`src/design/ifmc_consts.svh`:
```
`ifndef IFMC_CONSTS_SVH
`define IFMC_CONSTS_SVH

// register byte addresses
`define IFMC_OFS_REQ 16'hFFE0
`define IFMC_OFS_MASK 16'hFFE4
`define IFMC_OFS_EDGE 16'hFFEC
`define IFMC_OFS_KEY 16'hFFF0
`define IFMC_OFS_PSW 16'hFFF4

// reset values
`define IFMC_RST_REQ 8'h00
`define IFMC_RST_MASK 8'hFF
`define IFMC_RST_EDGE 8'h00
`define IFMC_RST_KEY 8'h00
`define IFMC_RST_PSW 8'h02

// field positions
`define IFMC_BIT_WDT 0
`define IFMC_BIT_EXT 1
`define IFMC_BIT_KEY 6
`define IFMC_EDGE_LO 2
`define IFMC_EDGE_HI 3
`define IFMC_KEY_EN 0
`define IFMC_PSW_IE 7

// edge select codes
`define IFMC_EDGE_FALL 2'h0
`define IFMC_EDGE_RISE 2'h1
`define IFMC_EDGE_BAD 2'h2
`define IFMC_EDGE_BOTH 2'h3

// watchdog run modes
`define IFMC_WDT_INTERVAL 2'h0

`endif

```
`src/design/ifmc_pkg.sv`:
```
package ifmc_pkg;

    // apb request group from the master
    typedef struct packed {
        logic psel;
        logic penable;
        logic pwrite;
        logic [15:0] paddr;
        logic [31:0] pwdata;
    } ifmc_apb_req_t;

    // apb answer group to the master
    typedef struct packed {
        logic pready;
        logic pslverr;
        logic [31:0] prdata;
    } ifmc_apb_rsp_t;

    // core acknowledge of a vectored request
    typedef struct packed {
        logic valid;
        logic [2:0] index;
    } ifmc_ack_t;

    // request presented to the core
    typedef struct packed {
        logic valid;
        logic [2:0] index;
    } ifmc_irq_t;

    // status word pushed at acknowledge
    typedef struct packed {
        logic valid;
        logic [7:0] data;
    } ifmc_push_t;

    // apb phase tracker
    typedef enum logic [1:0] {
        IFMC_IDLE = 2'b01,
        IFMC_DONE = 2'b10
    } ifmc_phase_t;

endpackage

```
`src/design/ifmc_ctrl.sv`:
```
// The APB slave port was left to the implementer.
`timescale 1ns/1ps
`include "ifmc_consts.svh"
// Functional notes
// RL1: source event or software write sets flag
// RL2: acknowledge or software write clears flag
// RL3: reset clears request flags
// RL4: mask zero allows, one blocks servicing
// RL5: reset sets all mask flags
// RL6: edge field picks falling, rising, both
// RL7: reset clears edge select, falling edge
// RL8: software writes zero to unused edge bits
// RL9: software masks pin around edge changes
// RL10: acknowledge pushes status word, clears enable
// RL11: reset loads status word 02H
// RL12: status word writable, enable/disable strobes
// RL13: reset clears key return control
// RL14: enabled key falling edge raises request
// RL15: software writes zero to key bits 1-7
// RL16: key request only from all-high keys
// RL17: key detection independent of pin direction
// RL18: software masks key source around changes
// RL19: watchdog flag usable only in interval mode
// RL20: watchdog mask read undefined in watchdog modes
// RL21: software parks unused serial source bits
// RL22: software masks pin before port output use
// RL23: service needs flag, clear mask, enable
// RL24: lowest numbered pending source wins
// RL25: requests held during flag/mask register access
// RL26: prohibited edge code raises nothing

// request and mask bit map, one bit per source, index is also priority:
//   0 watchdog interval overflow
//   1 external pin edge
//   2 serial receive end
//   3 watch timer
//   4 timer a match
//   5 timer b match
//   6 key return
//   7 watch interval
// bits 1 and 6 come from the pin detectors here, the rest from srcEvent
// status word: bit 7 is the global enable, the other bits are plain storage
module ifmc_ctrl
    import ifmc_pkg::*;
(
    input wire logic clk_sys,
    input wire logic rstn,
    // register bus
    input wire ifmc_apb_req_t apbReq,
    output ifmc_apb_rsp_t apbRsp,
    // peripheral sources, same clock
    input wire logic [7:0] srcEvent,
    input wire logic [1:0] wdtMode,
    // asynchronous pins
    input wire logic sharedExtIrqPin,
    input wire logic [3:0] keyInputPins,
    // core side
    input wire logic enableIrqInstr,
    input wire logic disableIrqInstr,
    input wire ifmc_ack_t coreAck,
    output ifmc_irq_t coreIrq,
    output ifmc_push_t pswPush,
    output logic globalIrqEnable
);

    ////////////////////////////////////////////////////////////////////////////
    // helpers

    // priority pick, lowest index first
    function automatic logic [2:0] pickFirst(input logic [7:0] vec);
        logic [2:0] idx;
        idx = 3'h0;
        for (int i = 7; i >= 0; i--) begin
            if (vec[i]) begin
                idx = 3'(i);
            end
        end
        return idx;
    endfunction

    // address match on the low 16 bits
    function automatic logic hitAddr(input logic [15:0] a, input logic [15:0] ofs);
        return a == ofs;
    endfunction

    ////////////////////////////////////////////////////////////////////////////
    // pin synchronisers, two stages each, then a history stage

    logic [4:0] pinMeta_reg;
    logic [4:0] pinSync_reg;
    logic [4:0] pinHist_reg;
    logic [4:0] pinMeta_next;
    logic [4:0] pinSync_next;
    logic [4:0] pinHist_next;

    // bit 4 is the external pin, 3:0 the key port
    always_comb begin
        pinMeta_next = {sharedExtIrqPin, keyInputPins};
        pinSync_next = pinMeta_reg;
        pinHist_next = pinSync_reg;
    end

    // no reset here: the chain tracks the pins through reset, so a pin that
    // sits low at release shows no edge; a forced idle level would fake one
    // limitation: a pin change inside a reset shorter than three edges can show
    always_ff @(posedge clk_sys) begin
        pinMeta_reg <= pinMeta_next;
        pinSync_reg <= pinSync_next;
        pinHist_reg <= pinHist_next;
    end

    ////////////////////////////////////////////////////////////////////////////
    // registers and apb slave

    logic [7:0] reqFlag_reg;
    logic [7:0] reqFlag_next;
    logic [7:0] maskFlag_reg;
    logic [7:0] maskFlag_next;
    logic [7:0] edgeSel_reg;
    logic [7:0] edgeSel_next;
    logic [7:0] keyCtrl_reg;
    logic [7:0] keyCtrl_next;
    logic [7:0] psw_reg;
    logic [7:0] psw_next;
    ifmc_phase_t phase_reg;
    ifmc_phase_t phase_next;
    ifmc_apb_rsp_t rsp_reg;
    ifmc_apb_rsp_t rsp_next;
    ifmc_irq_t irq_reg;
    ifmc_irq_t irq_next;
    ifmc_push_t push_reg;
    ifmc_push_t push_next;

    logic extRise;
    logic extFall;
    logic extHit;
    logic keyHit;
    logic [1:0] edgeCode;
    logic inInterval;
    logic [7:0] hwSet;
    logic [7:0] ackClr;
    logic wrCommit;
    logic wrReq;
    logic wrMask;
    logic wrEdge;
    logic wrKey;
    logic wrPsw;
    logic mapped;
    logic holdOff;
    logic [7:0] ready;
    logic [7:0] rdByte;

    // edge and key detection on synchronised levels
    // the prohibited edge code decodes to silence rather than a guess, since
    // software may pass through it while changing the two field bits
    always_comb begin
        edgeCode = {edgeSel_reg[`IFMC_EDGE_HI], edgeSel_reg[`IFMC_EDGE_LO]};
        extRise = pinSync_reg[4] & ~pinHist_reg[4];
        extFall = ~pinSync_reg[4] & pinHist_reg[4];
        case (edgeCode) // RL6
            `IFMC_EDGE_FALL: extHit = extFall;
            `IFMC_EDGE_RISE: extHit = extRise;
            `IFMC_EDGE_BOTH: extHit = extRise | extFall;
            default: extHit = 1'b0; // RL26
        endcase
        // pins are sensed as levels only, so port direction does not matter
        keyHit = keyCtrl_reg[`IFMC_KEY_EN] & (&pinHist_reg[3:0])
            & ~(&pinSync_reg[3:0]); // RL14 RL16 RL17
    end

    // hardware set sources and acknowledge clear
    // srcEvent bits 1 and 6 are overridden by the local pin detectors
    always_comb begin
        inInterval = wdtMode == `IFMC_WDT_INTERVAL;
        hwSet = srcEvent; // RL1
        hwSet[`IFMC_BIT_EXT] = extHit;
        hwSet[`IFMC_BIT_KEY] = keyHit;
        // watchdog overflow only counts as maskable in interval mode
        hwSet[`IFMC_BIT_WDT] = srcEvent[`IFMC_BIT_WDT] & inInterval; // RL19
        ackClr = 8'h00;
        if (coreAck.valid) begin
            ackClr[coreAck.index] = 1'b1; // RL2
        end
    end

    // apb decode; writes take effect at the edge that sees pready
    // a write is applied once, at the edge that closes the access phase;
    // a write to an unmapped address changes nothing
    always_comb begin
        wrCommit = apbReq.psel & apbReq.penable & apbReq.pwrite & rsp_reg.pready;
        wrReq = wrCommit & hitAddr(apbReq.paddr, `IFMC_OFS_REQ);
        wrMask = wrCommit & hitAddr(apbReq.paddr, `IFMC_OFS_MASK);
        wrEdge = wrCommit & hitAddr(apbReq.paddr, `IFMC_OFS_EDGE);
        wrKey = wrCommit & hitAddr(apbReq.paddr, `IFMC_OFS_KEY);
        wrPsw = wrCommit & hitAddr(apbReq.paddr, `IFMC_OFS_PSW);
        mapped = hitAddr(apbReq.paddr, `IFMC_OFS_REQ) | hitAddr(apbReq.paddr, `IFMC_OFS_MASK)
            | hitAddr(apbReq.paddr, `IFMC_OFS_EDGE) | hitAddr(apbReq.paddr, `IFMC_OFS_KEY)
            | hitAddr(apbReq.paddr, `IFMC_OFS_PSW);
        // any transfer to flag or mask registers freezes new requests
        holdOff = apbReq.psel & (hitAddr(apbReq.paddr, `IFMC_OFS_REQ)
            | hitAddr(apbReq.paddr, `IFMC_OFS_MASK)); // RL25
    end

    // one update cell per flag bit: software or held value, then acknowledge
    // clear, then hardware set, so a set in the clear cycle wins
    for (genvar b = 0; b < 8; b++) begin : g_flag
        logic swBit;
        // watchdog bit ignores software while the timer guards the core
        assign swBit = (b == `IFMC_BIT_WDT && !inInterval) ? reqFlag_reg[b]
            : apbReq.pwdata[b]; // RL19
        assign reqFlag_next[b] = ((wrReq ? swBit : reqFlag_reg[b]) & ~ackClr[b])
            | hwSet[b]; // RL1 RL2
    end

    // configuration registers; unused bits are stored as written
    always_comb begin
        maskFlag_next = wrMask ? apbReq.pwdata[7:0] : maskFlag_reg;
        // software keeps the spare edge and key bits at zero
        edgeSel_next = wrEdge ? apbReq.pwdata[7:0] : edgeSel_reg;
        keyCtrl_next = wrKey ? apbReq.pwdata[7:0] : keyCtrl_reg;
    end

    // status word; disable beats enable, acknowledge beats both
    always_comb begin
        psw_next = wrPsw ? apbReq.pwdata[7:0] : psw_reg; // RL12
        if (enableIrqInstr) begin
            psw_next[`IFMC_PSW_IE] = 1'b1; // RL12
        end
        if (disableIrqInstr) begin
            psw_next[`IFMC_PSW_IE] = 1'b0; // RL12
        end
        if (coreAck.valid) begin
            psw_next[`IFMC_PSW_IE] = 1'b0; // RL10
        end
    end

    // read mux and one-cycle answer in the first access cycle
    always_comb begin
        case (1'b1)
            hitAddr(apbReq.paddr, `IFMC_OFS_REQ): rdByte = reqFlag_reg;
            // watchdog mask reads back as stored; value is meaningless there
            hitAddr(apbReq.paddr, `IFMC_OFS_MASK): rdByte = maskFlag_reg; // RL20
            hitAddr(apbReq.paddr, `IFMC_OFS_EDGE): rdByte = edgeSel_reg;
            hitAddr(apbReq.paddr, `IFMC_OFS_KEY): rdByte = keyCtrl_reg;
            hitAddr(apbReq.paddr, `IFMC_OFS_PSW): rdByte = psw_reg;
            default: rdByte = 8'h00;
        endcase
    end

    // answer is registered, so pready comes in the first access cycle and
    // read data shows the registers as they stood in the setup cycle
    always_comb begin
        phase_next = phase_reg;
        rsp_next = '0;
        case (phase_reg)
            IFMC_IDLE: begin
                if (apbReq.psel & ~apbReq.penable) begin
                    phase_next = IFMC_DONE;
                    rsp_next.pready = 1'b1;
                    rsp_next.pslverr = ~mapped;
                    rsp_next.prdata = apbReq.pwrite ? 32'h0000_0000 : {24'h000000, rdByte};
                end
            end
            IFMC_DONE: begin
                phase_next = IFMC_IDLE;
            end
            default: begin
                phase_next = IFMC_IDLE;
            end
        endcase
    end

    // arbitration toward the core
    // the acknowledged source leaves the pick in its own cycle, and the request
    // drops after each acknowledge and stays down until the enable is set again
    always_comb begin
        ready = reqFlag_reg & ~maskFlag_reg & ~ackClr; // RL4 RL23
        irq_next.valid = (|ready) & psw_reg[`IFMC_PSW_IE] & ~coreAck.valid
            & ~holdOff; // RL23 RL25
        irq_next.index = pickFirst(ready); // RL24
        push_next.valid = coreAck.valid; // RL10
        push_next.data = psw_reg; // RL10
    end

    // request flags
    always_ff @(posedge clk_sys) begin
        if (!rstn) begin
            reqFlag_reg <= `IFMC_RST_REQ; // RL3
        end else begin
            reqFlag_reg <= reqFlag_next;
        end
    end

    // configuration registers
    always_ff @(posedge clk_sys) begin
        if (!rstn) begin
            maskFlag_reg <= `IFMC_RST_MASK; // RL5
            edgeSel_reg <= `IFMC_RST_EDGE; // RL7
            keyCtrl_reg <= `IFMC_RST_KEY; // RL13
        end else begin
            maskFlag_reg <= maskFlag_next;
            edgeSel_reg <= edgeSel_next;
            keyCtrl_reg <= keyCtrl_next;
        end
    end

    // status word
    always_ff @(posedge clk_sys) begin
        if (!rstn) begin
            psw_reg <= `IFMC_RST_PSW; // RL11
        end else begin
            psw_reg <= psw_next;
        end
    end

    // bus slave answer
    always_ff @(posedge clk_sys) begin
        if (!rstn) begin
            phase_reg <= IFMC_IDLE;
            rsp_reg <= '0;
        end else begin
            phase_reg <= phase_next;
            rsp_reg <= rsp_next;
        end
    end

    // core side request and push
    always_ff @(posedge clk_sys) begin
        if (!rstn) begin
            irq_reg <= '0;
            push_reg <= '0;
        end else begin
            irq_reg <= irq_next;
            push_reg <= push_next;
        end
    end

    ////////////////////////////////////////////////////////////////////////////
    // outputs, all from flip-flops

    assign apbRsp = rsp_reg;
    assign coreIrq = irq_reg;
    assign pswPush = push_reg;
    assign globalIrqEnable = psw_reg[`IFMC_PSW_IE];

endmodule

```
`config.mk`:
```
export PLATFORM = sky130hd
export DESIGN_NAME = ifmc_ctrl
export DESIGN_NICKNAME = d
export VERILOG_FILES = /design/src/design/ifmc_pkg.sv /design/src/design/ifmc_ctrl.sv
export VERILOG_INCLUDE_DIRS = /design/src /design/src/design
export SDC_FILE = /design/constraint.sdc
export NUM_CORES = 1
export LEC_CHECK = 0
export BUFFER_PORTS_ARGS = -buffer_cell sky130_fd_sc_hd__buf_2
export CORE_ASPECT_RATIO = 1.5
export CORE_MARGIN = 10
export CORE_UTILIZATION = 50
export CTS_CLUSTER_SIZE = 40
export DETAILED_ROUTE_END_ITERATION = 8
export MAX_ROUTING_LAYER = met4
export PLACE_DENSITY = 0.8
export SYNTH_ARGS = -nofsm -noshare
export SYNTH_HDL_FRONTEND = slang
export SYNTH_SLANG_ARGS = --single-unit
```
`constraint.sdc`:
```
create_clock -name clk_sys -period 1.9 [get_ports clk_sys]
set_input_delay 0.095 -clock clk_sys [delete_from_list [all_inputs] [get_ports clk_sys]]
set_output_delay 0.095 -clock clk_sys [all_outputs]
set_load 0.005 [all_outputs]
```
==> flow_summary_export.csv <==
group,metric,value,unit
global_routing,grt_max_degree,31,
setup_path,worstPathRequired,2.21,ns
power,power_leakage,1.98,nW
drt,drcViolationCount,0,
setup_path,critPathTopFamily,"compound AO/OA/AOI/OAI gates",
cts,clock_latency,0.36,ns
floorplan,ios,122,
cts,numCtsBuffers,9,
global_routing,grt_pass1_wl,14.4,mm
sta,setup_violations,0,
floorplan,dieArea,10700,um2
sta,period_needed,1.64,ns
final_layout,drive_above_1_share,0.257,
synthesis,synthXorXnorAreaFrac,0,
global_routing,grt_pass1_vias,3014,
sta,slew_viol_final,0,
synthesis,synth_top_flop_cell,"dfxtp_1",
synthesis,yosys.area.top_type,"dfxtp_1",
cts,clkTransAtPathRegs,0.08,ns
cts,cts.sinks,80,
final_layout,register_area,1600,um2
sta,hold_viol,0,
synthesis,yosysUniqueCellTypes,46,
drt,first_pass_iters,5,
floorplan,core-area,6810,um2
outcome,status,"complete, no violations",
floorplan,num_rows,37,
floorplan,fp.dieW,87.9,um
placed_design,dpl.hpwl,6.77,mm
drt,routed_wl,9.06,mm
floorplan,start_util,0.508,
sta,tns,0,ns
sta,fin_skew,0.00967,ns
sta,relSlewSlack,0.617,
synthesis,synthSimpleGateAreaFrac,0.232,
synthesis,netlist_top_cells_area,"dfxtp_1 (46%), mux2i_1 (7.8%), buf_4 (5.6%), nand4_1 (5.1%), a21oi_1 (3.5%)",
synthesis,yosys_warnings,0,
drt,drt_iter0_drc,251,
final_layout,largest_register_ffs,10,
global_routing,track_usage,0.178,
sta,fmaxAchievable,0.609,GHz
placed_design,gp_congestion,0.981,
cts,cts_max_path_buffers,2,
drt,vias,2966,
synthesis,synth_compound_area_frac,0.102,
synthesis,ys_seq_area_frac,0.463,
final_layout,nFillCells,586,
final_layout,antenna_cells,0,
setup_path,critical_path.slowest_cell,"a211o_1",
synthesis,netlist.area_leader.share,0.463,
setup_path,worst_setup_path_start_kind,"register",
synthesis,synth_seq_cells,80,
setup_path,critPathCaptureType,"register",
synthesis,synth_cells,361,
power,cellPowerDensity,836,nW/um2
flow_run,cap_violations,0,
final_layout,area_growth,21.4,%
global_routing,grt_overflow,0,
floorplan,die_h,122,um
sta,finalCritPeriodShare,0.865,
setup_path,crit_chain,"nand4b_1 -> or2_1 -> a211o_1 -> a21oi_1 -> a221o_1",
power,irDropWorstVdd,0.547,mV
final_layout,multi_input_area,1640,um2
cts,cts_setup_buffers,0,
global_routing,antenna_found_initial,0,
placed_design,io_buffers,71,
synthesis,synth_area_per_cell,9.58,um2
synthesis,synth_top_family_by_area,"simple AND/OR/NAND/NOR gates",
sta,worstMarginPinSlew,0.571,ns
synthesis,async_flop_share,0,
setup_path,max_stage_delay,0.41,ns
cts,tritoncts,"yes",
sta,rsz0062_at_grt,"false",
setup_path,critPathKind,"reg -> reg",
setup_path,arrival,1.96,ns
cts,cts_root_buffer,"clkbuf_8",
worst_hold_path,hold_class,"in -> reg",
final_layout,final_area,4200,um2
setup_path,crit_buf_inv,0,
setup_path,cp_max_fo,8,
synthesis,synth_fa_ha_area_frac,0.00724,
placed_design,place_area,3820,um2
synthesis,synth_edf_count,0,
drt,post_drt_wl_per_cell,17.1,um
synthesis,synth_mux_area_frac,0.104,
drt,viasPerCell,5.61,
cts,cts_max_level,3,
drt,ant_nets,0,
synthesis,syn_area,3460,um2
final_layout,final_nets,522,
==> cells in the final DEF (no fill, tap or decap), types with 2 or more instances in the layout <==
cell type      instances
o21a_1                 5
ha_1                   2
nand3_1                7
nand2b_1               2
and4_1                 6
nor2_1                22
nand2_1               25
dlygate4sd3_1         12
a221o_1                8
buf_4                 10
nand4_2                2
nor4bb_1               3
or3b_2                 3
clkinv_4               3
nand3b_1               2
nor2b_1                4
nor3b_1                2
and4b_1                2
nand4_1               28
o21ai_0               10
nor3_1                 3
mux2i_1               27
dfxtp_1               80
buf_2                 71
inv_1                 10
conb_1                24
and2_1                12
mux2_2                 8
bufinv_16              3
a21oi_1               24
clkbuf_8              10
nand4b_1               3
==> tightest hold or removal path, stage by stage <==
cell and delay [ns]:
buf_2 0.14, nand2_1 0.06, a21oi_1 0.05
==> power breakdown <==
| group | total [mW] | leakage, nW | internal (mW) | switching [mW] |
|---|---|---|---|---|
| combinational | 0.238 | 1.20 | 0.106 | 0.132 |
| sequential | 1.72 | 0.654 | 1.71 | 0.0152 |
| clock | 1.55 | 0.127 | 0.915 | 0.634 |
| total | 3.51 | 1.98 | 2.73 | 0.781 |
==> what timing repair did <==
item | CTS | global route
resized for setup | 0 | 1
endpoints found under the setup margin | 0 | 8
hold buffers | 12 | 0
hold endpoints to repair | 12 | 0
==> layout make-up <==
cell class                      count  share of cell area
Multi-Input combinational cell    251               0.390
Sequential cell                    80               0.381
Timing Repair Buffer               94               0.136
Clock buffer                       10              0.0328
Clock inverter                      6              0.0277
Tap cell                           78              0.0232
Inverter                           10             0.00894
==> logic make-up after synthesis <==
group | after synthesis
buf+inv | 53
fa+ha+maj | 2
flops | 80
simple gates | 135
compound gates | 55
mux | 35
other cells | 1
==> synthesized netlist by cell type, types with 2 or more instances <==
cell type  instances
o21a_1             5
and2_1            12
dfxtp_1           80
nand4b_1           3
nand2b_1           2
nand3b_1           2
nand4_2            2
o21ai_0           10
nor2_1            22
nand2_1           25
nor4bb_1           3
and4_1             6
nor2b_1            4
inv_1             10
or3b_2             3
nor4_2             2
nor3_1             3
buf_4             26
a221o_1            8
nand3_1            7
a21oi_1           24
and4b_1            2
ha_1               2
nor3b_1            2
mux2i_1           27
buf_2              8
mux2_2             8
nand4_1           28
clkbuf_1           8
==> metal layers <==
layer  track usage  up-vias  part of all wire
met1         0.186     1388              0.38
met3        0.0428       26             0.065
met5             -        -                 0
met2         0.290      133              0.51
li1              -     1419                 -
met4         0.115        0             0.042
==> per-stage QoR <==
step / setup WS (ns) / hold WS [ns] / utilization / power (mW) / cells
global route: 0.110 / 0.0230 / 0.617 / 3.63 / 529
global placement: 0.153 / 0.197 / 0.561 / 1.97 / 501
detailed placement: 0.0838 / 0.199 / 0.561 / 1.97 / 501
finish: 0.257 / 0.0253 / 0.617 / 3.51 / 529
floorplan: 0.390 / 0.123 / - / 1.90 / 384
CTS: 0.0743 / 0.00848 / 0.616 / 3.53 / 529
==> worst paths after layout <==
check,startpoint,end,slack (ns),depth (start not counted)
setup / recovery,phase_reg[1]$_SDFFE_PN0P_,apbRsp[5]$_SDFF_PP0_,0.26,5
hold / removal,apbReq[6],psw_reg[6]$_SDFFE_PN0P_,0.03,3
setup reg to reg,phase_reg[1]$_SDFFE_PN0P_,apbRsp[5]$_SDFF_PP0_,0.26,5
hold reg to reg,pinMeta_reg[4]$_DFF_P_,pinHist_next[4]$_DFF_P_,0.33,0
Power figures use the tool's default switching activity.
